==> config.mk <==
export PLATFORM = sky130hd
export DESIGN_NAME = clock_supervisor
export DESIGN_NICKNAME = d
export VERILOG_FILES = /design/src/clock_supervisor_pkg.sv /design/src/clock_supervisor.sv
export VERILOG_INCLUDE_DIRS = /design/src
export SDC_FILE = /design/constraint.sdc
export NUM_CORES = 1
export LEC_CHECK = 0
export BUFFER_PORTS_ARGS = -buffer_cell sky130_fd_sc_hd__buf_2
export CORE_UTILIZATION = 53
export CTS_BUF_LIST = sky130_fd_sc_hd__clkbuf_2
export CTS_CLUSTER_DIAMETER = 60
export CTS_CLUSTER_SIZE = 40
export DETAILED_ROUTE_END_ITERATION = 6
export GPL_TIMING_DRIVEN = 0
export MAX_ROUTING_LAYER = met4
export PLACE_DENSITY = 0.83
export SYNTH_ARGS = -nofsm -noshare
export SYNTH_HDL_FRONTEND = slang
export SYNTH_HIERARCHICAL = 1
export SYNTH_SLANG_ARGS = --single-unit
==> constraint.sdc <==
create_clock -name pclk -period 3.5 [get_ports pclk]
set_input_delay 0.525 -clock pclk [delete_from_list [all_inputs] [get_ports pclk]]
set_output_delay 0.525 -clock pclk [all_outputs]
set_load 0.02 [all_outputs]
==> src/clock_supervisor_map.svh <==
// Register offsets, field positions, reset values and counts of the clock supervisor.
`ifndef CLOCK_SUPERVISOR_MAP_SVH
`define CLOCK_SUPERVISOR_MAP_SVH

`define OSC_CONTROL_OFFSET      12'h000
`define OSC_STATUS_OFFSET       12'h004
`define OSC_FAIL_FLAG_OFFSET    12'h008
`define OSC_FAIL_IRQ_EN_OFFSET  12'h00c

`define CTRL_SOFT_PLL_BIT       7
`define CTRL_FREQ_MSB           6
`define CTRL_FREQ_LSB           3
`define CTRL_SCS_MSB            1
`define CTRL_SCS_LSB            0
`define FAIL_FLAG_BIT           7
`define FAIL_IRQ_EN_BIT         7
`define STAT_STARTUP_TIMER_BIT  5

`define FREQ_SELECT_RESET       4'h7
`define SCS_RESET               2'h0
`define SCS_CONFIG_SOURCE       2'h0
`define SCS_SECONDARY           2'h1
`define FREQ_LF_PREFIX          3'h0

`define MODE_LOW_POWER_CRYSTAL  3'h0
`define MODE_STANDARD_CRYSTAL   3'h1
`define MODE_HIGH_SPEED_CRYSTAL 3'h2
`define MODE_INTERNAL_OSC       3'h4

`define STARTUP_TIMER_CYCLES    1024
`define SHORT_DELAY_CYCLES      2
`define LF_SWITCH_CYCLES        1
`define SAMPLE_DIVIDE           64

`endif

==> src/clock_supervisor_pkg.sv <==
// Types shared by the clock supervisor.
package clock_supervisor_pkg;

   typedef enum logic [5:0] {
      ST_IDLE     = 6'b000001,
      ST_COUNT    = 6'b000010,
      ST_INT_EDGE = 6'b000100,
      ST_HOLD     = 6'b001000,
      ST_RUN      = 6'b010000,
      ST_FAILED   = 6'b100000
   } supervisor_state_type;

   typedef enum logic [1:0] {
      SRC_INTERNAL  = 2'b00,
      SRC_EXTERNAL  = 2'b01,
      SRC_SECONDARY = 2'b10
   } clock_source_type;

endpackage

==> src/clock_supervisor.sv <==
// Two-speed start-up sequencer and fail-safe clock monitor with its APB registers.
//
// Operation
// - Two-speed start-up needs switchover bit, select 00 and a crystal mode.
// - Start-up sequence runs after power-on (after power-up delay) and every wake-up.
// - Fail-safe monitor enable also turns on two-speed start-up.
// - Two-cycle delay for internal, external clock or RC; one cycle switching to LF.
// - During start-up code runs from the internal oscillator at the selected frequency.
// - Start-up timer counts 1024 crystal or secondary clock cycles before switching.
// - After timeout wait internal falling edge, set status, hold low, then switch.
// - Status bit 5 reads 1 on the configured source, 0 on internal.
// - Fail-safe monitor enabled by config, covers external modes, active after timer.
// - Sample clock is the low-frequency oscillator divided by 64.
// - Latch set by external falling edge, cleared by sample rising; empty half fails.
// - On failure switch to internal clock, set fail flag, stay until software reselects.
// - Fail flag with its enable raises an interrupt request.
// - Fail-safe condition clears on reset, sleep or a change of clock select.
// - Clock select change restarts the timer; failure clears after a good switch.
// - Software clears the flag before switching back; hardware sets it again.
// - External clock and RC modes skip the timer; monitor active right after start.
// - Soft PLL enable bit 7 drives the PLL unless the config PLL bit forces it.
// - Four-bit frequency select resets to 0111.
// - Clock select: 1x internal, 01 secondary, 00 configured source.
// - Status reports ready bits; secondary ready reads 1 when it is disabled.
// - Locked and stable bits follow the high-frequency oscillator accuracy.
//
// Chosen here: the APB register port and the register offsets.
`include "clock_supervisor_map.svh"

module clock_supervisor
   import clock_supervisor_pkg::*;
#(
   parameter int STARTUP_CYCLES = `STARTUP_TIMER_CYCLES,
   parameter int SAMPLE_DIVIDE  = `SAMPLE_DIVIDE
) (
   input  wire logic        pclk,
   input  wire logic        presetn,
   input  wire logic        psel,
   input  wire logic        penable,
   input  wire logic        pwrite,
   input  wire logic [11:0] paddr,
   input  wire logic [31:0] pwdata,
   output logic      [31:0] prdata,
   output logic             pready,
   output logic             pslverr,
   input  wire logic        startup_request,
   input  wire logic        sleep_enter,
   input  wire logic        internal_external_switchover_enable,
   input  wire logic        fail_safe_monitor_enable,
   input  wire logic [2:0]  oscillator_mode_config,
   input  wire logic        config_pll_enable,
   input  wire logic        ext_clk_level,
   input  wire logic        int_clk_level,
   input  wire logic        secondary_clk_level,
   input  wire logic        low_freq_internal_osc_level,
   input  wire logic        secondary_osc_enable,
   input  wire logic        secondary_osc_running,
   input  wire logic        pll_lock,
   input  wire logic        hf_osc_running,
   input  wire logic        hf_within_2pct,
   input  wire logic        hf_within_half_pct,
   input  wire logic        mf_osc_running,
   input  wire logic        lf_osc_running,
   output logic      [1:0]  sys_clk_source,
   output logic             sys_clk_hold,
   output logic      [3:0]  internal_freq_select,
   output logic             pll_enable,
   output logic             osc_fail_irq
);

   localparam int CW = $clog2(STARTUP_CYCLES + 1);
   localparam int DW = $clog2(SAMPLE_DIVIDE);

   // The divider keeps a half count of at least one bit, so the divide must be even and at least 4.
   if (STARTUP_CYCLES < `SHORT_DELAY_CYCLES) begin : g_bad_startup
      $error("clock_supervisor: STARTUP_CYCLES below the short delay");
   end
   if (SAMPLE_DIVIDE < 4 || SAMPLE_DIVIDE % 2 != 0) begin : g_bad_divide
      $error("clock_supervisor: SAMPLE_DIVIDE must be even and at least 4");
   end

   supervisor_state_type state_q;
   supervisor_state_type state_d;
   clock_source_type     src_q;
   clock_source_type     src_d;
   logic [CW-1:0] cnt_q;
   logic [CW-1:0] cnt_d;
   logic [DW-2:0] div_q;
   logic          sample_q;
   logic          latch_q;
   logic          soft_pll_q;
   logic [3:0]    freq_q;
   logic [1:0]    scs_q;
   logic          fail_flag_q;
   logic          irq_en_q;
   logic          startup_timer_status_q;
   logic          startup_timer_status_d;
   logic          hold_q;
   logic [7:0]    status_q;
   logic [31:0]   prdata_q;
   logic          pready_q;
   logic          pslverr_q;
   logic          irq_q;
   logic          pll_q;

   // Edges of the sampled clock levels. Each detector resets to the level that cannot
   // fake the edge it reports, so no false edge follows the release of reset.
   logic ext_fall;
   logic int_fall;
   logic sec_fall;
   logic lf_rise;

   level_edge #(
      .RESET_LEVEL(1'b0)
   ) ext_edge (
      .pclk    (pclk),
      .presetn (presetn),
      .level   (ext_clk_level),
      .rise    (),
      .fall    (ext_fall)
   );

   level_edge #(
      .RESET_LEVEL(1'b0)
   ) int_edge (
      .pclk    (pclk),
      .presetn (presetn),
      .level   (int_clk_level),
      .rise    (),
      .fall    (int_fall)
   );

   level_edge #(
      .RESET_LEVEL(1'b0)
   ) sec_edge (
      .pclk    (pclk),
      .presetn (presetn),
      .level   (secondary_clk_level),
      .rise    (),
      .fall    (sec_fall)
   );

   level_edge #(
      .RESET_LEVEL(1'b1)
   ) lf_edge (
      .pclk    (pclk),
      .presetn (presetn),
      .level   (low_freq_internal_osc_level),
      .rise    (lf_rise),
      .fall    ()
   );

   // APB decode; the first access cycle is a wait state so read data comes from a flop.
   wire apb_access = psel & penable & ~pready_q;
   wire apb_fire   = psel & penable & pready_q;
   wire sel_ctrl   = paddr == `OSC_CONTROL_OFFSET;
   wire sel_stat   = paddr == `OSC_STATUS_OFFSET;
   wire sel_flag   = paddr == `OSC_FAIL_FLAG_OFFSET;
   wire sel_ien    = paddr == `OSC_FAIL_IRQ_EN_OFFSET;
   wire mapped     = sel_ctrl | sel_stat | sel_flag | sel_ien;
   wire wr_ctrl    = apb_fire & pwrite & sel_ctrl;
   wire wr_flag    = apb_fire & pwrite & sel_flag;
   wire wr_ien     = apb_fire & pwrite & sel_ien;
   wire [1:0] new_scs = pwdata[`CTRL_SCS_MSB:`CTRL_SCS_LSB];
   wire scs_change = wr_ctrl & (new_scs != scs_q);

   wire [7:0] ctrl_rd = {soft_pll_q, freq_q, 1'b0, scs_q};
   wire [7:0] rd_byte = sel_ctrl ? ctrl_rd :
                        sel_stat ? status_q :
                        sel_flag ? {fail_flag_q, 7'h00} :
                        sel_ien  ? {irq_en_q, 7'h00} : 8'h00;

   wire mode_crystal = oscillator_mode_config == `MODE_LOW_POWER_CRYSTAL ||
                       oscillator_mode_config == `MODE_STANDARD_CRYSTAL ||
                       oscillator_mode_config == `MODE_HIGH_SPEED_CRYSTAL;
   wire mode_int    = oscillator_mode_config == `MODE_INTERNAL_OSC;
   wire target_sec  = scs_q == `SCS_SECONDARY;
   wire target_ext  = (scs_q == `SCS_CONFIG_SOURCE) & ~mode_int;
   wire target_int  = ~target_sec & ~target_ext;
   wire lf_selected = freq_q[3:1] == `FREQ_LF_PREFIX;
   // Two-speed conditions; monitor enable forces it.
   wire two_speed   = (internal_external_switchover_enable | fail_safe_monitor_enable) &
                      (scs_q == `SCS_CONFIG_SOURCE) & mode_crystal;
   // Crystal and secondary need the full timer; others do not.
   wire needs_timer = (target_ext & mode_crystal) | target_sec;
   wire [CW-1:0] delay_len = needs_timer ? CW'(STARTUP_CYCLES) :
                             (target_int & lf_selected) ? CW'(`LF_SWITCH_CYCLES) :
                             CW'(`SHORT_DELAY_CYCLES);
   wire target_fall = target_sec ? sec_fall : target_ext ? ext_fall : int_fall;
   wire delay_done  = target_fall & (cnt_q == delay_len - CW'(1));

   // Sample clock edges from the divided low-frequency oscillator.
   wire div_wrap    = lf_rise & (div_q == (DW-1)'(SAMPLE_DIVIDE / 2 - 1));
   wire sample_rise = div_wrap & ~sample_q;
   wire sample_fall = div_wrap & sample_q;
   wire mon_fall    = (src_q == SRC_SECONDARY) ? sec_fall : ext_fall;
   // Monitor only after the start-up timer, on an external source.
   wire monitoring  = fail_safe_monitor_enable & (state_q == ST_RUN) & (src_q != SRC_INTERNAL);
   // A whole sample half-cycle without an external low edge.
   wire fail_evt    = monitoring & sample_fall & ~latch_q & ~mon_fall;

   always_comb begin
      state_d = state_q;
      src_d   = src_q;
      cnt_d   = cnt_q;
      startup_timer_status_d  = startup_timer_status_q;
      unique case (state_q)
         ST_IDLE: begin
            // Start on power-up release or wake-up.
            if (startup_request) begin
               state_d = ST_COUNT;
               cnt_d   = '0;
            end
         end
         ST_COUNT: begin
            // Execution stays on the internal oscillator while counting.
            src_d = SRC_INTERNAL;
            if (target_fall) begin
               cnt_d = cnt_q + CW'(1);
            end
            if (delay_done) begin
               state_d = target_int ? ST_RUN : ST_INT_EDGE;
            end
         end
         ST_INT_EDGE: begin
            // Wait internal falling edge, then load the status bit: 1 for the configured source, 0 for secondary.
            if (int_fall) begin
               state_d = ST_HOLD;
               startup_timer_status_d  = target_ext;
            end
         end
         ST_HOLD: begin
            // Clock held low until the new clock falls.
            if (target_fall) begin
               state_d = ST_RUN;
               src_d   = target_sec ? SRC_SECONDARY : SRC_EXTERNAL;
            end
         end
         ST_RUN: begin
            // Fall back to the internal source on failure.
            if (fail_evt) begin
               state_d = ST_FAILED;
               src_d   = SRC_INTERNAL;
               startup_timer_status_d  = 1'b0;
            end
         end
         ST_FAILED: begin
            src_d = SRC_INTERNAL;
         end
      endcase
      // A new select restarts the timer from the internal oscillator.
      if (scs_change) begin
         state_d = ST_COUNT;
         src_d   = SRC_INTERNAL;
         cnt_d   = '0;
         startup_timer_status_d  = 1'b0;
      end
      // Sleep aborts start-up and clears the fail-safe condition.
      if (sleep_enter) begin
         state_d = ST_IDLE;
         src_d   = SRC_INTERNAL;
         startup_timer_status_d  = 1'b0;
      end
   end

   always_ff @(posedge pclk or negedge presetn) begin
      if (!presetn) begin
         state_q <= ST_IDLE;
         src_q   <= SRC_INTERNAL;
         cnt_q   <= '0;
         startup_timer_status_q  <= 1'b0;
         hold_q  <= 1'b0;
      end else begin
         state_q <= state_d;
         src_q   <= src_d;
         cnt_q   <= cnt_d;
         startup_timer_status_q  <= startup_timer_status_d;
         // Without two-speed start-up the clock stays stopped through the crystal timer and the
         // internal-edge wait, so no code runs on the internal oscillator in that mode.
         hold_q  <= (state_d == ST_HOLD) |
                    (((state_d == ST_COUNT) | (state_d == ST_INT_EDGE)) & needs_timer & ~two_speed & target_ext);
      end
   end

   always_ff @(posedge pclk or negedge presetn) begin
      if (!presetn) begin
         div_q      <= '0;
         sample_q   <= 1'b0;
         latch_q    <= 1'b0;
      end else begin
         if (lf_rise) begin
            div_q <= div_wrap ? '0 : div_q + (DW-1)'(1);
         end
         if (div_wrap) begin
            sample_q <= ~sample_q;
         end
         // Latch: set wins over the sample-rise clear.
         if (mon_fall) begin
            latch_q <= 1'b1;
         end else if (sample_rise) begin
            latch_q <= 1'b0;
         end
      end
   end

   always_ff @(posedge pclk or negedge presetn) begin
      if (!presetn) begin
         soft_pll_q  <= 1'b0;
         freq_q      <= `FREQ_SELECT_RESET;
         scs_q       <= `SCS_RESET;
         fail_flag_q <= 1'b0;
         irq_en_q    <= 1'b0;
      end else begin
         if (wr_ctrl) begin
            soft_pll_q <= pwdata[`CTRL_SOFT_PLL_BIT];
            freq_q     <= pwdata[`CTRL_FREQ_MSB:`CTRL_FREQ_LSB];
            scs_q      <= new_scs;
         end
         // Hardware set wins over the software write-one clear.
         if (fail_evt) begin
            fail_flag_q <= 1'b1;
         end else if (wr_flag && pwdata[`FAIL_FLAG_BIT]) begin
            fail_flag_q <= 1'b0;
         end
         if (wr_ien) begin
            irq_en_q <= pwdata[`FAIL_IRQ_EN_BIT];
         end
      end
   end

   always_ff @(posedge pclk or negedge presetn) begin
      if (!presetn) begin
         status_q  <= 8'h00;
         prdata_q  <= 32'h0000_0000;
         pready_q  <= 1'b0;
         pslverr_q <= 1'b0;
         irq_q     <= 1'b0;
         pll_q     <= 1'b0;
      end else begin
         // Status is built only by hardware; never written.
         status_q  <= {~secondary_osc_enable | secondary_osc_running, pll_lock, startup_timer_status_d,
                       hf_osc_running, hf_within_2pct, mf_osc_running, lf_osc_running,
                       hf_within_half_pct};
         pready_q  <= apb_access;
         pslverr_q <= apb_access & ~mapped;
         if (apb_access) begin
            prdata_q <= {24'h00_0000, rd_byte};
         end
         // Interrupt request from flag and enable.
         irq_q     <= fail_flag_q & irq_en_q;
         // Config bit forces the PLL on.
         pll_q     <= config_pll_enable | soft_pll_q;
      end
   end

   assign prdata               = prdata_q;
   assign pready               = pready_q;
   assign pslverr              = pslverr_q;
   assign sys_clk_source       = src_q;
   assign sys_clk_hold         = hold_q;
   assign internal_freq_select = freq_q;
   assign pll_enable           = pll_q;
   assign osc_fail_irq         = irq_q;

endmodule // clock_supervisor

// Edge detector for one clock level sampled on pclk.
module level_edge
   import clock_supervisor_pkg::*;
#(
   parameter bit RESET_LEVEL = 1'b0
) (
   input  wire logic pclk,
   input  wire logic presetn,
   input  wire logic level,
   output logic      rise,
   output logic      fall
);

   logic prev_q;

   always_ff @(posedge pclk or negedge presetn) begin
      if (!presetn) begin
         prev_q <= RESET_LEVEL;
      end else begin
         prev_q <= level;
      end
   end

   assign rise = ~prev_q & level;
   assign fall = prev_q & ~level;

endmodule // level_edge

* Word level (Yosys, flattened, before mapping)
Index checks and enable logic that the tools add are counted.
** Cells by class
- $add $sub $neg :: 3
- Multipliers :: 0
- Div/mod/pow operators :: 0
- $lt $le $gt $ge :: 0
- Eq/ne operators :: 24
- Shift operators :: 0
- Multiplexer cells :: 38
- Bitwise operators :: 55
- Reduce and logical (&&, ||, !) cells :: 15
** Operators by type and width (number)
- $mux 11 :: 4
- $mux 6 :: 7
- $and 1x1->1 :: 32
- $mux 8 :: 4
- $pmux 6 s5 :: 1
- $eq 12x4->1 const B :: 2
- $pmux 11 s2 :: 1
- $not 1->1 :: 14
- $eq 12x3->1 const B :: 1
- $eq 6x2->1 const B :: 2
- $eq 6x3->1 const B :: 2
- $eq 6x4->1 const B :: 2
- $logic_not 12->1 :: 1
- $mux 2 :: 6
- $add 11x1->11 const B :: 1
- $eq 11x11->1 :: 1
- $mux 1 :: 11
- $sub 11x1->11 const B :: 1
- $mux 5 :: 2
- $or 1x1->1 :: 9
- $ne 4x4->1 const B :: 2
- $eq 6x1->1 const B :: 1
- $eq 6x5->1 const B :: 1
- $eq 6x6->1 const B :: 1
- other kinds (20) :: 26
** Word-level totals
- Register bits :: 61
- Latch bits :: 0
- Memory bits (writable) :: 0
- ROM bits :: 0
- Input port bits :: 69
- Output and inout bits :: 43
- Logic and storage cells :: 158
- Memories kept :: 0

* Longest topological paths before layout
Gate-level depths: netlist of the first run.
- Depth in word-level cells :: 21
- Gate-level depth with buffers :: 12
- Gate-level depth less buffers :: 11

* Hierarchy
The synthesis of the first run kept the hierarchy.
** Modules (own cells, without submodules)
- clock_supervisor :: instances 1, cells an instance 333, area an instance 3255.6 µm², sequential area each 1406.3 µm²
- level_edge at ext_edge ... :: instances 3, cells an instance 3, area an instance 40.0 µm², sequential area each 25.0 µm²
- level_edge at lf_edge :: instances 1, cells an instance 3, area an instance 41.3 µm², sequential area each 26.3 µm²

* Least setup slack after synthesis of the first run
OpenSTA, ideal clock, no wires.
- Path type :: input port to flip-flop
- Start :: input port oscillator_mode_config[1]
- End :: register hold_q (netlist: sys_clk_hold)
- Setup time :: 0.122 ns
- Arrival :: 3.202 ns
- Required time :: 3.378 ns
- Path slack :: 0.176 ns
- Cell stages on the path :: 11
- Buffers on the path :: 0
- Cells stage by stage :: or3b_1 > o21ai_0 > nand2_1 > ha_1 > xnor2_1 > a2111oi_0 > a2bb2o_1 > nor3b_2 > a211oi_1 > and4_1 > o2bb2ai_2
** On the way
- Cells in the longest elaborated chain, start to end :: 21
- Elaborated cells on any way between the ends :: 36
- Classes of those cells :: add/sub (1); eq/ne (7); mux (10); bitwise (15); reduce/logical (3)
** RTL lines
- start, declared :: RTL line clock_supervisor.sv:50 : input wire logic [2:0] oscillator_mode_config,
- $eq 3x3->1 (no source line)
- $not 1->1 :: RTL line clock_supervisor.sv:178 : wire target_ext = (scs_q == `SCS_CONFIG_SOURCE) & ~mode_int;
- $and 1x1->1 :: RTL line clock_supervisor.sv:178
- $not 1->1 :: RTL line clock_supervisor.sv:179 : wire target_int = ~target_sec & ~target_ext;
- $and 1x1->1 :: RTL line clock_supervisor.sv:179
- $and 1x1->1 :: RTL line clock_supervisor.sv:187 : (target_int & lf_selected) ? CW'(`LF_SWITCH_CYCLES) :
- $mux 2 :: RTL line clock_supervisor.sv:187
- $mux 11 :: RTL line clock_supervisor.sv:186 : wire [CW-1:0] delay_len = needs_timer ? CW'(STARTUP_CYCLES) :
- (+3 left out)
- $mux 6 :: RTL line clock_supervisor.sv:221 : if (delay_done) begin
- $pmux 6 s5 :: RTL line clock_supervisor.sv:207 : unique case (state_q)
- $mux 6 :: RTL line clock_supervisor.sv:252 : if (scs_change) begin
- $mux 6 :: RTL line clock_supervisor.sv:259 : if (sleep_enter) begin
- $eq 6x2->1 / $eq 6x3->1 (equally long branches) :: RTL line clock_supervisor.sv:281 : (((state_d == ST_COUNT) | (state_d == ST_INT_EDGE)) & needs_timer & ~two_speed & target_ext);
- $or 1x1->1 :: RTL line clock_supervisor.sv:281
- $and 1x1->1 (3 in series) :: RTL line clock_supervisor.sv:281
- $or 1x1->1 (*) :: RTL line clock_supervisor.sv:280 : hold_q <= (state_d == ST_HOLD) |
- end signal, assigned :: RTL line clock_supervisor.sv:280
- end, declared :: RTL line clock_supervisor.sv:98 : logic hold_q;
Every way passes the cells marked *; elsewhere a longest branch is shown, timed or not.
A chain may end at the register's enable or synchronous reset.

* Final worst setup path of the first run
- Start :: register scs_q[1]
- End :: register hold_q (netlist: sys_clk_hold)
** On the way
- Cells in the longest elaborated chain, start to end :: 20
- Elaborated cells on any way between the ends :: 35
- Classes of those cells :: add/sub (1); eq/ne (6); mux (10); bitwise (17); reduce/logical (1)
** RTL lines
- start, declared :: RTL line clock_supervisor.sv:93 : logic [1:0] scs_q;
- start signal, assigned :: RTL line clock_supervisor.sv:310 : scs_q <= `SCS_RESET;
- start signal, assigned :: RTL line clock_supervisor.sv:317 : scs_q <= new_scs;
- $logic_not 2->1 (no source line)
- $and 1x1->1 :: RTL line clock_supervisor.sv:178
- $not 1->1 :: RTL line clock_supervisor.sv:179
- $and 1x1->1 :: RTL line clock_supervisor.sv:179
- $and 1x1->1 :: RTL line clock_supervisor.sv:187
- $mux 2 :: RTL line clock_supervisor.sv:187
- $mux 11 :: RTL line clock_supervisor.sv:186
- $sub 11x1->11 :: RTL line clock_supervisor.sv:190 : wire delay_done = target_fall & (cnt_q == delay_len - CW'(1));
- (+2 left out)
- $mux 6 :: RTL line clock_supervisor.sv:221
- $pmux 6 s5 :: RTL line clock_supervisor.sv:207
- $mux 6 :: RTL line clock_supervisor.sv:252
- $mux 6 :: RTL line clock_supervisor.sv:259
- $eq 6x2->1 / $eq 6x3->1 (equally long branches) :: RTL line clock_supervisor.sv:281
- $or 1x1->1 :: RTL line clock_supervisor.sv:281
- $and 1x1->1 (3 in series) :: RTL line clock_supervisor.sv:281
- $or 1x1->1 (*) :: RTL line clock_supervisor.sv:280
Marked as above.

==> results of run 1 <==
==> registers in the layout, summed over array words and instances, names as in the netlist, 2 cells and up <==
register and flops:
sys_clk_source 2, prdata 8, state_q 6, scs_q 2, cnt_q 11, internal_freq_select 4, status_q 8, div_q 5
==> layout by cell type (no fill, tap or decap), types with 5 or more instances in the layout <==
cell       n
and3_1     5
conb_1    24
buf_4     25
nor3_1    10
nand4_1    6
dfstp_2    5
o21ai_0   28
inv_1     10
mux2_2     8
nand3_1    8
nor2_1    27
xor2_1     8
nand2b_1   5
a22oi_1    6
buf_2     66
a21oi_1    6
dfrtp_1   55
nor4_1     6
xnor2_1    6
clkbuf_2   9
nand2_1   30
nor2b_1    5
==> stage by stage <==
| stage | TNS [ps] | hold slack, ps |
|---|---|---|
| floorplan | 0 | 229.4 |
| CTS | 0 | 43.16 |
| detailed placement | -354.3 | 459.0 |
| global route | 0 | 27.42 |
| global placement | -302.3 | 450.2 |
| finish | 0 | 22.93 |
==> power by group through the flow <==
stage | combinational [mW] | clock (mW) | sequential, mW
6_report | 0.459 | 0.404 | 0.805
5_1_grt | 0.511 | 0.443 | 0.814
2_1_floorplan | 0.344 | 0 | 0.807
3_3_place_gp | 0.446 | 0 | 0.815
3_5_place_dp | 0.456 | 0 | 0.816
4_1_cts | 0.456 | 0.413 | 0.805
==> worst max-delay path, cell delays in order, from the launching register on <==
cell and delay, ps:
dfrtp_1 420, buf_2 190, inv_1 160, o21ai_0 230, a32o_1 280, ha_1 240
xnor2_1 160, a2111oi_2 370, a2bb2o_1 350, nor3b_2 280, a211oi_1 130, and4_1 230
o2bb2ai_2 120
==> final cells by class <==
type | instances | area, um^2
multi-input combinational | 263 | 1724
timing repair buffer | 62 | 312.8
inverter | 10 | 37.54
fill | 507 | 2068
clock inverter | 7 | 58.81
clock buffer | 9 | 45.04
sequential | 60 | 1508
buffer | 31 | 212.7
tap | 75 | 93.84
==> metal layers <==
layer	wire, um	global-route usage	vias to the layer above
li1	-	-	1382
met1	3264	0.3229	1347
met2	3446	0.3537	89
met3	450	0.07444	8
met4	84	0.06316	0
met5	0	-	-
==> worst max path at each step <==
stage                                          from            to  slack [ps]  cells past startpoint
after floorplan           oscillator_mode_config[1]  sys_clk_hold         180                     11
after global routing                       scs_q[1]  sys_clk_hold          40                     12
final                                      scs_q[1]  sys_clk_hold         250                     12
after detailed placement  oscillator_mode_config[1]  sys_clk_hold        -310                     12
after global placement    oscillator_mode_config[1]  sys_clk_hold        -270                     12
after CTS                                  scs_q[1]  sys_clk_hold         170                     12
==> run_results.csv, run 1 <==
group,metric,value,unit
place,dp_cells,501,
status,status,"finished, final reports clean",
floorplanning,fp.dieW,81.97,um
timing,worst_slack,249.3,ps
final_layout,fin_area,3993,um^2
worst_hold_path,hold_class,"primary input to asynchronous set/reset pin",
logic_synthesis,avgSynthCellArea,9.940,um^2
cts,h-tree-depth,3,
drt,vias,2826,
timing,hold_violations,0,
cts,insertion_delay,530,ps
timing,timing.fmax,307.6,MHz
pwr,p_total,1.668,mW
pwr,p_switching,0.6151,mW
final_layout,fin_nets,510,
drt,first_pass_iters,4,
cts,cts_buffers,9,
cts,post_cts_buffers,0,
global_routing,overflow,0,
worst_setup_path,r2r_end,"sys_clk_hold",
drt,drtIter0Drc,172,
floorplanning,die_area,6719,um^2
pwr,p_int,1.053,mW
timing,relSlewSlack,0.4270,
drt,viasPerCell,5.466,
cts,clk_path_buf_depth,2,
global_routing,grt_pass1_vias,2527,
worst_setup_path,regToRegStartpoint,"scs_q[1]",
cts,cts-resized-gates,0,
global_routing,grt_usage,0.2411,
pwr,p_clk_frac,0.242,
pwr,vdd_ir_drop_max,0.2700,mV
global_routing,grt_pass1_wl,11.71,mm
final_layout,fin_util,0.6588,
logic_synthesis,syn-instance-count,341,
worst_setup_path,cp_data_arrival_time,3690,ps
global_routing,antenna_found_initial,0,
timing,rsz0062_at_grt,"no",
place,dp_hpwl,5.464,mm
timing,period_needed,3251,ps
place,pre_cts_ws,-310.6,ps
worst_setup_path,crit_required,3940,ps
floorplanning,core_area,6061,um^2
drt,routedWlPerCell,14.02,um
final_layout,drive_above_1_share,0.3235,
logic_synthesis,synth_warnings,6,
drt,ant_nets,0,
timing,tightest_slew,857.7,ps
final_layout,syn2layout_area_growth,17.79,%
timing,finClkSkew,24.95,ps
logic_synthesis,netlist_area,3390,um^2
floorplanning,fp.dieH,81.97,um
cts,cts_root_buf,"clkbuf_2",
pwr,seqPwrFrac,0.483,
final_layout,fin_cells,517,
cts,clock-sinks,60,
cts,hold_buffers,0,
worst_setup_path,critPathKind,"flip-flop to flip-flop",
timing,setup_viol,0,
drt,drt_wl_total,7.246,mm
cts,cts_tree,"built",
floorplanning,num_rows,28,
timing,post-route-period-util,0.9288,
place,port_buffers,62,
worst_setup_path,reg2reg_slack,250,ps
worst_setup_path,ff2ff_path_depth,12,
worst_setup_path,crit_fanout,10,
worst_setup_path,cp-end-kind,"flip-flop",
place,globalplace.congestion,0.9216,
global_routing,grt_max_degree,61,
worst_setup_path,cp-start-kind,"flip-flop",
pwr,p_comb_frac,0.275,
place,placed_cell_area,3880,um^2
floorplanning,initial_core_util,0.5592,
pwr,power.density,417.9,nW/um^2
pwr,p_leak,1.976,nW
drt,remaining_drc_errors,0,
flow_run,max_cap_viol_count,0,
pwr,power_switching_share,0.3687,
cts,clkTransAtPathRegs,210,ps
final_layout,n_antenna_cell,0,
timing,slew_viol_final,0,
floorplanning,io_pins,112,
(Power assumes the default switching activity.)
==> run 2: changes to the inputs <==
--- a/config.mk
+++ b/config.mk
@@ -7,14 +7,14 @@
 export NUM_CORES = 1
 export LEC_CHECK = 0
 export BUFFER_PORTS_ARGS = -buffer_cell sky130_fd_sc_hd__buf_2
-export CORE_UTILIZATION = 53
+export CORE_UTILIZATION = 52
 export CTS_BUF_LIST = sky130_fd_sc_hd__clkbuf_2
 export CTS_CLUSTER_DIAMETER = 60
 export CTS_CLUSTER_SIZE = 40
 export DETAILED_ROUTE_END_ITERATION = 6
 export GPL_TIMING_DRIVEN = 0
 export MAX_ROUTING_LAYER = met4
-export PLACE_DENSITY = 0.83
+export PLACE_DENSITY = 0.82
 export SYNTH_ARGS = -nofsm -noshare
 export SYNTH_HDL_FRONTEND = slang
 export SYNTH_HIERARCHICAL = 1
==> run 2 against run 1 <==
Global-route usage up 1.6 points. Total power rose by 6.6%. Sequential cell count is the same. Combinational power grew 2%. Sequential share of layout area is 0.28 points lower. Critical endpoint unchanged. Largest power group unchanged. Highest routed layer unchanged.
==> run_results.csv, run 2 (synthesis results as in run 1) <==
group,metric,value,unit
status,status,"finished, final reports clean",
drt,drt_wl_total,7.526,mm
pwr,power.density,442.1,nW/um^2
cts,insertion_delay,520,ps
timing,rsz0062_at_grt,"no",
final_layout,fin_cells,519,
floorplanning,fp.dieH,82.74,um
timing,finClkSkew,19.39,ps
timing,period_needed,3252,ps
cts,clkTransAtPathRegs,180,ps
worst_setup_path,cp-end-kind,"flip-flop",
final_layout,largest_register_ffs,11,
timing,tightest_slew,908.6,ps
cts,h-tree-depth,3,
timing,slew_viol_final,0,
global_routing,antenna_found_initial,0,
worst_setup_path,critical_path.top_delay_family,"compound AO/OA/AOI/OAI gates",
worst_hold_path,hold_class,"primary input to asynchronous set/reset pin",
timing,setup_viol,0,
floorplanning,core_area,6314,um^2
timing,hold_violations,0,
worst_setup_path,regToRegStartpoint,"scs_q[1]",
worst_setup_path,crit_required,3920,ps
cts,hold_buffers,0,
cts,cts_buffers,9,
timing,timing.fmax,307.5,MHz
worst_setup_path,crit_fanout,10,
cts,cts-resized-gates,0,
pwr,vdd_ir_drop_max,0.3679,mV
floorplanning,io_pins,112,
floorplanning,initial_core_util,0.5369,
worst_setup_path,cp-start-kind,"flip-flop",
floorplanning,die_area,6845,um^2
global_routing,grt_usage,0.2572,
pwr,p_total,1.779,mW
final_layout,n_antenna_cell,0,
flow_run,max_cap_viol_count,0,
worst_setup_path,cp_num_cells,12,
worst_setup_path,cp_data_arrival_time,3670,ps
drt,remaining_drc_errors,0,
cts,cts_tree,"built",
final_layout,drive_above_1_share,0.3190,
place,dp_hpwl,5.557,mm
cts,post_cts_buffers,0,
worst_setup_path,ff2ff_path_depth,12,
final_layout,fin_util,0.6371,
cts,clk_path_buf_depth,2,
drt,ant_nets,0,
global_routing,grt_pass1_wl,12.50,mm
global_routing,grt_pass1_vias,2649,
cts,clock-sinks,60,
drt,viasPerCell,5.543,
timing,relSlewSlack,0.3930,
final_layout,final_cell_mix,"buf_2, dfrtp_1, nand2_1",
global_routing,gr-usage-met1,0.3343,
floorplanning,num_rows,29,
worst_setup_path,worst-path-buf-inv,2,
final_layout,fin_nets,510,
global_routing,grt_max_degree,61,
place,globalplace.congestion,0.9978,
global_routing,overflow,0,
worst_setup_path,reg2reg_slack,250,ps
floorplanning,fp.dieW,82.74,um
place,dp_cells,503,
global_routing,grtUsageMet3,0.06044,
drt,drtIter0Drc,190,
timing,post-route-period-util,0.9292,
global_routing,use_met2,0.3869,
drt,routedWlPerCell,14.50,um
final_layout,final_common_cell,"buf_2",
final_layout,top_register,"cnt_q",
pwr,p_leak,1.988,nW
worst_setup_path,critPathKind,"flip-flop to flip-flop",
worst_setup_path,worstPathCellList,"buf_2, inv_1, o21ai_1, a32o_1, ha_1, xnor2_1, a2111oi_1, a2bb2o_1, o31ai_1, a21oi_1, mux2i_1, o2bb2ai_2",
worst_setup_path,slowest_stage,"a2111oi_1",
drt,vias,2877,
final_layout,syn2layout_area_growth,18.68,%
place,port_buffers,62,
worst_setup_path,cpPeakStageDelay,460,ps
cts,cts_root_buf,"clkbuf_2",
global_routing,top_usage_layer,"met2",
drt,first_pass_iters,5,
worst_setup_path,r2r_end,"sys_clk_hold",
==> run 2: changes by cell type in the layout (fill, tap and decap cells not counted), sizes merged <==
cell / delta
bufinv: +2
clkinvlp: +1
inv: -3
==> run 2: worst max path at each step <==
stage                                         start      endpoint  slack (ps)
after global routing                       scs_q[1]  sys_clk_hold          20
final                                      scs_q[1]  sys_clk_hold         250
after detailed placement  oscillator_mode_config[1]  sys_clk_hold        -350
after floorplan           oscillator_mode_config[1]  sys_clk_hold         180
after CTS                                  scs_q[0]  sys_clk_hold         150
after global placement    oscillator_mode_config[1]  sys_clk_hold        -290
==> run 2: metal layers <==
| layer | part of all wire | up-vias |
|---|---|---|
| met5 | 0 | - |
| li1 | - | 1385 |
| met3 | 0.067 | 17 |
| met1 | 0.44 | 1364 |
| met4 | 0.017 | 0 |
| met2 | 0.48 | 111 |
==> run 2: final cells by class <==
cell class                      count  area [um^2]
Timing Repair Buffer               62        312.8
Multi-Input combinational cell    263         1719
Inverter                           10        37.54
Buffer                             31        212.7
Tap cell                           77        96.34
Sequential cell                    60         1508
Clock inverter                      7        91.34
Clock buffer                        9        45.04
Fill cell                         514         2291
==> run 2: worst reg2reg max path, stage by stage (launching register included) <==
cell and delay [ps]:
dfrtp_1 410, buf_2 190, inv_1 150, o21ai_1 170, a32o_1 260, ha_1 250
xnor2_1 150, a2111oi_1 460, a2bb2o_1 370, o31ai_1 330, a21oi_1 140, mux2i_1 200
o2bb2ai_2 80
==> run 2: stage by stage <==
step	TNS, ps	hold WS (ps)	cell area [um^2]	worst slack [ps]
after floorplan	0	229.4	3476	175.9
after global placement	-330.5	450.8	3882	-285.9
after detailed placement	-431.7	452.7	3882	-345.1
after CTS	0	85.73	4019	152.1
after global routing	0	43.84	4023	20.38
final	0	26.26	4023	247.9
==> run 2: where the power goes <==
part / switching (mW) / internal [mW] / leakage [nW]
Clock: 0.274 / 0.232 / 0.0716
Sequential: 0.0523 / 0.752 / 0.767
Combinational: 0.269 / 0.200 / 1.15
Total: 0.595 / 1.18 / 1.99
==> run 3: changes to the inputs <==
--- a/config.mk
+++ b/config.mk
@@ -8,7 +8,7 @@
 export LEC_CHECK = 0
 export BUFFER_PORTS_ARGS = -buffer_cell sky130_fd_sc_hd__buf_2
 export CORE_UTILIZATION = 52
-export CTS_BUF_LIST = sky130_fd_sc_hd__clkbuf_2
+export CTS_BUF_LIST = sky130_fd_sc_hd__clkbuf_8
 export CTS_CLUSTER_DIAMETER = 60
 export CTS_CLUSTER_SIZE = 40
 export DETAILED_ROUTE_END_ITERATION = 6
==> run 3 against run 2 <==
Maximum frequency decreased by 1.6%. Worst hold slack better by 230 ps. Die area stayed put. First-iteration DRC count rose by 12%. Critical path depth unchanged. Critical endpoint unchanged. Highest routed layer unchanged.
==> run_results.csv, run 3 (synthesis results as in run 1) <==
group,metric,value,unit
final_layout,fin_nets,510,
worst_setup_path,critPathKind,"primary input to flip-flop",
final_layout,regArea,1508,um^2
pwr,power_switching_share,0.3069,
final_layout,fin_util,0.6518,
pwr,p_leak,2.022,nW
cts,h-tree-depth,3,
pwr,seqPwrFrac,0.407,
drt,remaining_drc_errors,0,
timing,tightest_slew,899.5,ps
floorplanning,initial_core_util,0.5369,
drt,viasPerCell,5.507,
pwr,p_comb_frac,0.236,
global_routing,overflow,0,
floorplanning,core_area,6314,um^2
flow_run,max_cap_viol_count,0,
global_routing,grt_usage,0.2581,
final_layout,top_register,"cnt_q",
pwr,p_clk_frac,0.357,
cts,cts_root_buf,"clkbuf_8",
cts,clock-sinks,60,
cts,insertion_delay,340,ps
cts,cts_tree,"built",
drt,vias,2858,
floorplanning,fp.dieH,82.74,um
worst_setup_path,cp-start-kind,"primary input",
timing,relSlewSlack,0.3990,
drt,ant_nets,0,
worst_setup_path,cp_data_arrival_time,3530,ps
global_routing,grt_pass1_vias,2693,
final_layout,n_antenna_cell,0,
drt,first_pass_iters,4,
global_routing,grt_pass1_wl,12.59,mm
timing,setup_viol,0,
final_layout,largest_register_ffs,11,
timing,hold_violations,0,
timing,timing.fmax,302.4,MHz
floorplanning,num_rows,29,
global_routing,top_usage_layer,"met2",
global_routing,grt_max_degree,61,
final_layout,final_cell_mix,"buf_2, dfrtp_1, nand2_1",
place,globalplace.congestion,0.9978,
cts,clk_path_buf_depth,2,
final_layout,final_common_cell,"buf_2",
place,dp_hpwl,5.557,mm
final_layout,multiInputGateArea,1723,um^2
pwr,power.density,480.5,nW/um^2
drt,drt_wl_total,7.560,mm
timing,finClkSkew,6.821,ps
final_layout,drive_above_1_share,0.3235,
cts,cts_buffers,9,
cts,clkTransAtPathRegs,70,ps
global_routing,grtUsageMet3,0.05714,
worst_setup_path,crit_fanout,4,
global_routing,gr-usage-met1,0.3371,
worst_setup_path,cp-end-kind,"flip-flop",
worst_setup_path,crit_required,3730,ps
global_routing,use_met2,0.3787,
floorplanning,die_area,6845,um^2
global_routing,antenna_found_initial,0,
drt,drtIter0Drc,212,
worst_hold_path,hold_class,"primary input to asynchronous set/reset pin",
floorplanning,fp.dieW,82.74,um
timing,post-route-period-util,0.9447,
status,status,"finished, final reports clean",
pwr,p_total,1.977,mW
pwr,vdd_ir_drop_max,0.3374,mV
timing,period_needed,3306,ps
cts,hold_buffers,0,
drt,routedWlPerCell,14.57,um
pwr,p_int,1.370,mW
pwr,p_switching,0.6069,mW
floorplanning,io_pins,112,
final_layout,syn2layout_area_growth,21.41,%
final_layout,fill_cells,500,
place,port_buffers,62,
timing,slew_viol_final,0,
## run 3: final cells by class
type | instances | share of cell area
clock inverters | 6 | 0.02128
repair buffers | 62 | 0.07601
flip-flops and latches | 60 | 0.3664
clock buffers | 10 | 0.03344
plain buffers | 31 | 0.05169
inverters | 10 | 0.009121
well taps | 77 | 0.02341
multi-input cells | 263 | 0.4187
## run 3: power groups by stage
stage	Clock [mW]	Combinational [mW]	Sequential (mW)
after CTS	0.716	0.463	0.803
after floorplan	0	0.344	0.807
after global routing	0.745	0.521	0.812
after detailed placement	0	0.460	0.815
after global placement	0	0.445	0.812
final	0.705	0.467	0.805
## run 3: path summary, 6_finish.rpt
| kind | startpoint | endpoint | slack (ps) | depth (start not counted) |
|---|---|---|---|---|
| setup reg to reg | scs_q[1] | sys_clk_hold | 290 | 12 |
| max in group asynchronous | presetn | status_q[7] | 2760 | 1 |
| min in group pclk | mf_osc_running | status_q[2] | 290 | 1 |
| setup / recovery | oscillator_mode_config[1] | sys_clk_hold | 190 | 12 |
| hold reg to reg | prdata[2] | prdata[2] | 460 | 2 |
| hold / removal | presetn | state_q[5] | 260 | 1 |
## run 3: per-stage QoR
stage / std cells / hold slack, ps / TNS, ps / worst slack (ps) / cell area (um^2)
global placement: 503 / 450.8 / -330.5 / -285.9 / 3882
CTS: 519 / 270.5 / 0 / 62.83 / 4108
detailed placement: 503 / 452.7 / -431.7 / -345.1 / 3882
finish: 519 / 256.4 / 0 / 193.6 / 4115
global route: 519 / 263.3 / -8.223 / -8.223 / 4115
floorplan: 364 / 229.4 / 0 / 175.9 / 3476
## run 3: layer usage
metal | part of all wire | vias up
li1 | - | 1381
met1 | 0.43 | 1339
met2 | 0.47 | 119
met3 | 0.076 | 19
met4 | 0.025 | 0
met5 | 0 | -
## run 3: what timing repair did
action | 4_1_cts | 5_1_grt
hold endpoints to repair | 0 | 0
setup endpoints to repair | 1 | 1
gates resized for setup | 1 | 2
buffers inserted | 0 | 0
pin swaps | 0 | 0
## run 3: critical path, stage by stage
cell and delay [ps]:
buf_2 130, or3b_1 470, o21ai_2 250, a32o_1 170, ha_1 250, xnor2_1 110, a2111oi_1 500, a2bb2o_1 370
o31ai_1 330, a21oi_1 140, mux2i_1 200, o2bb2ai_2 80
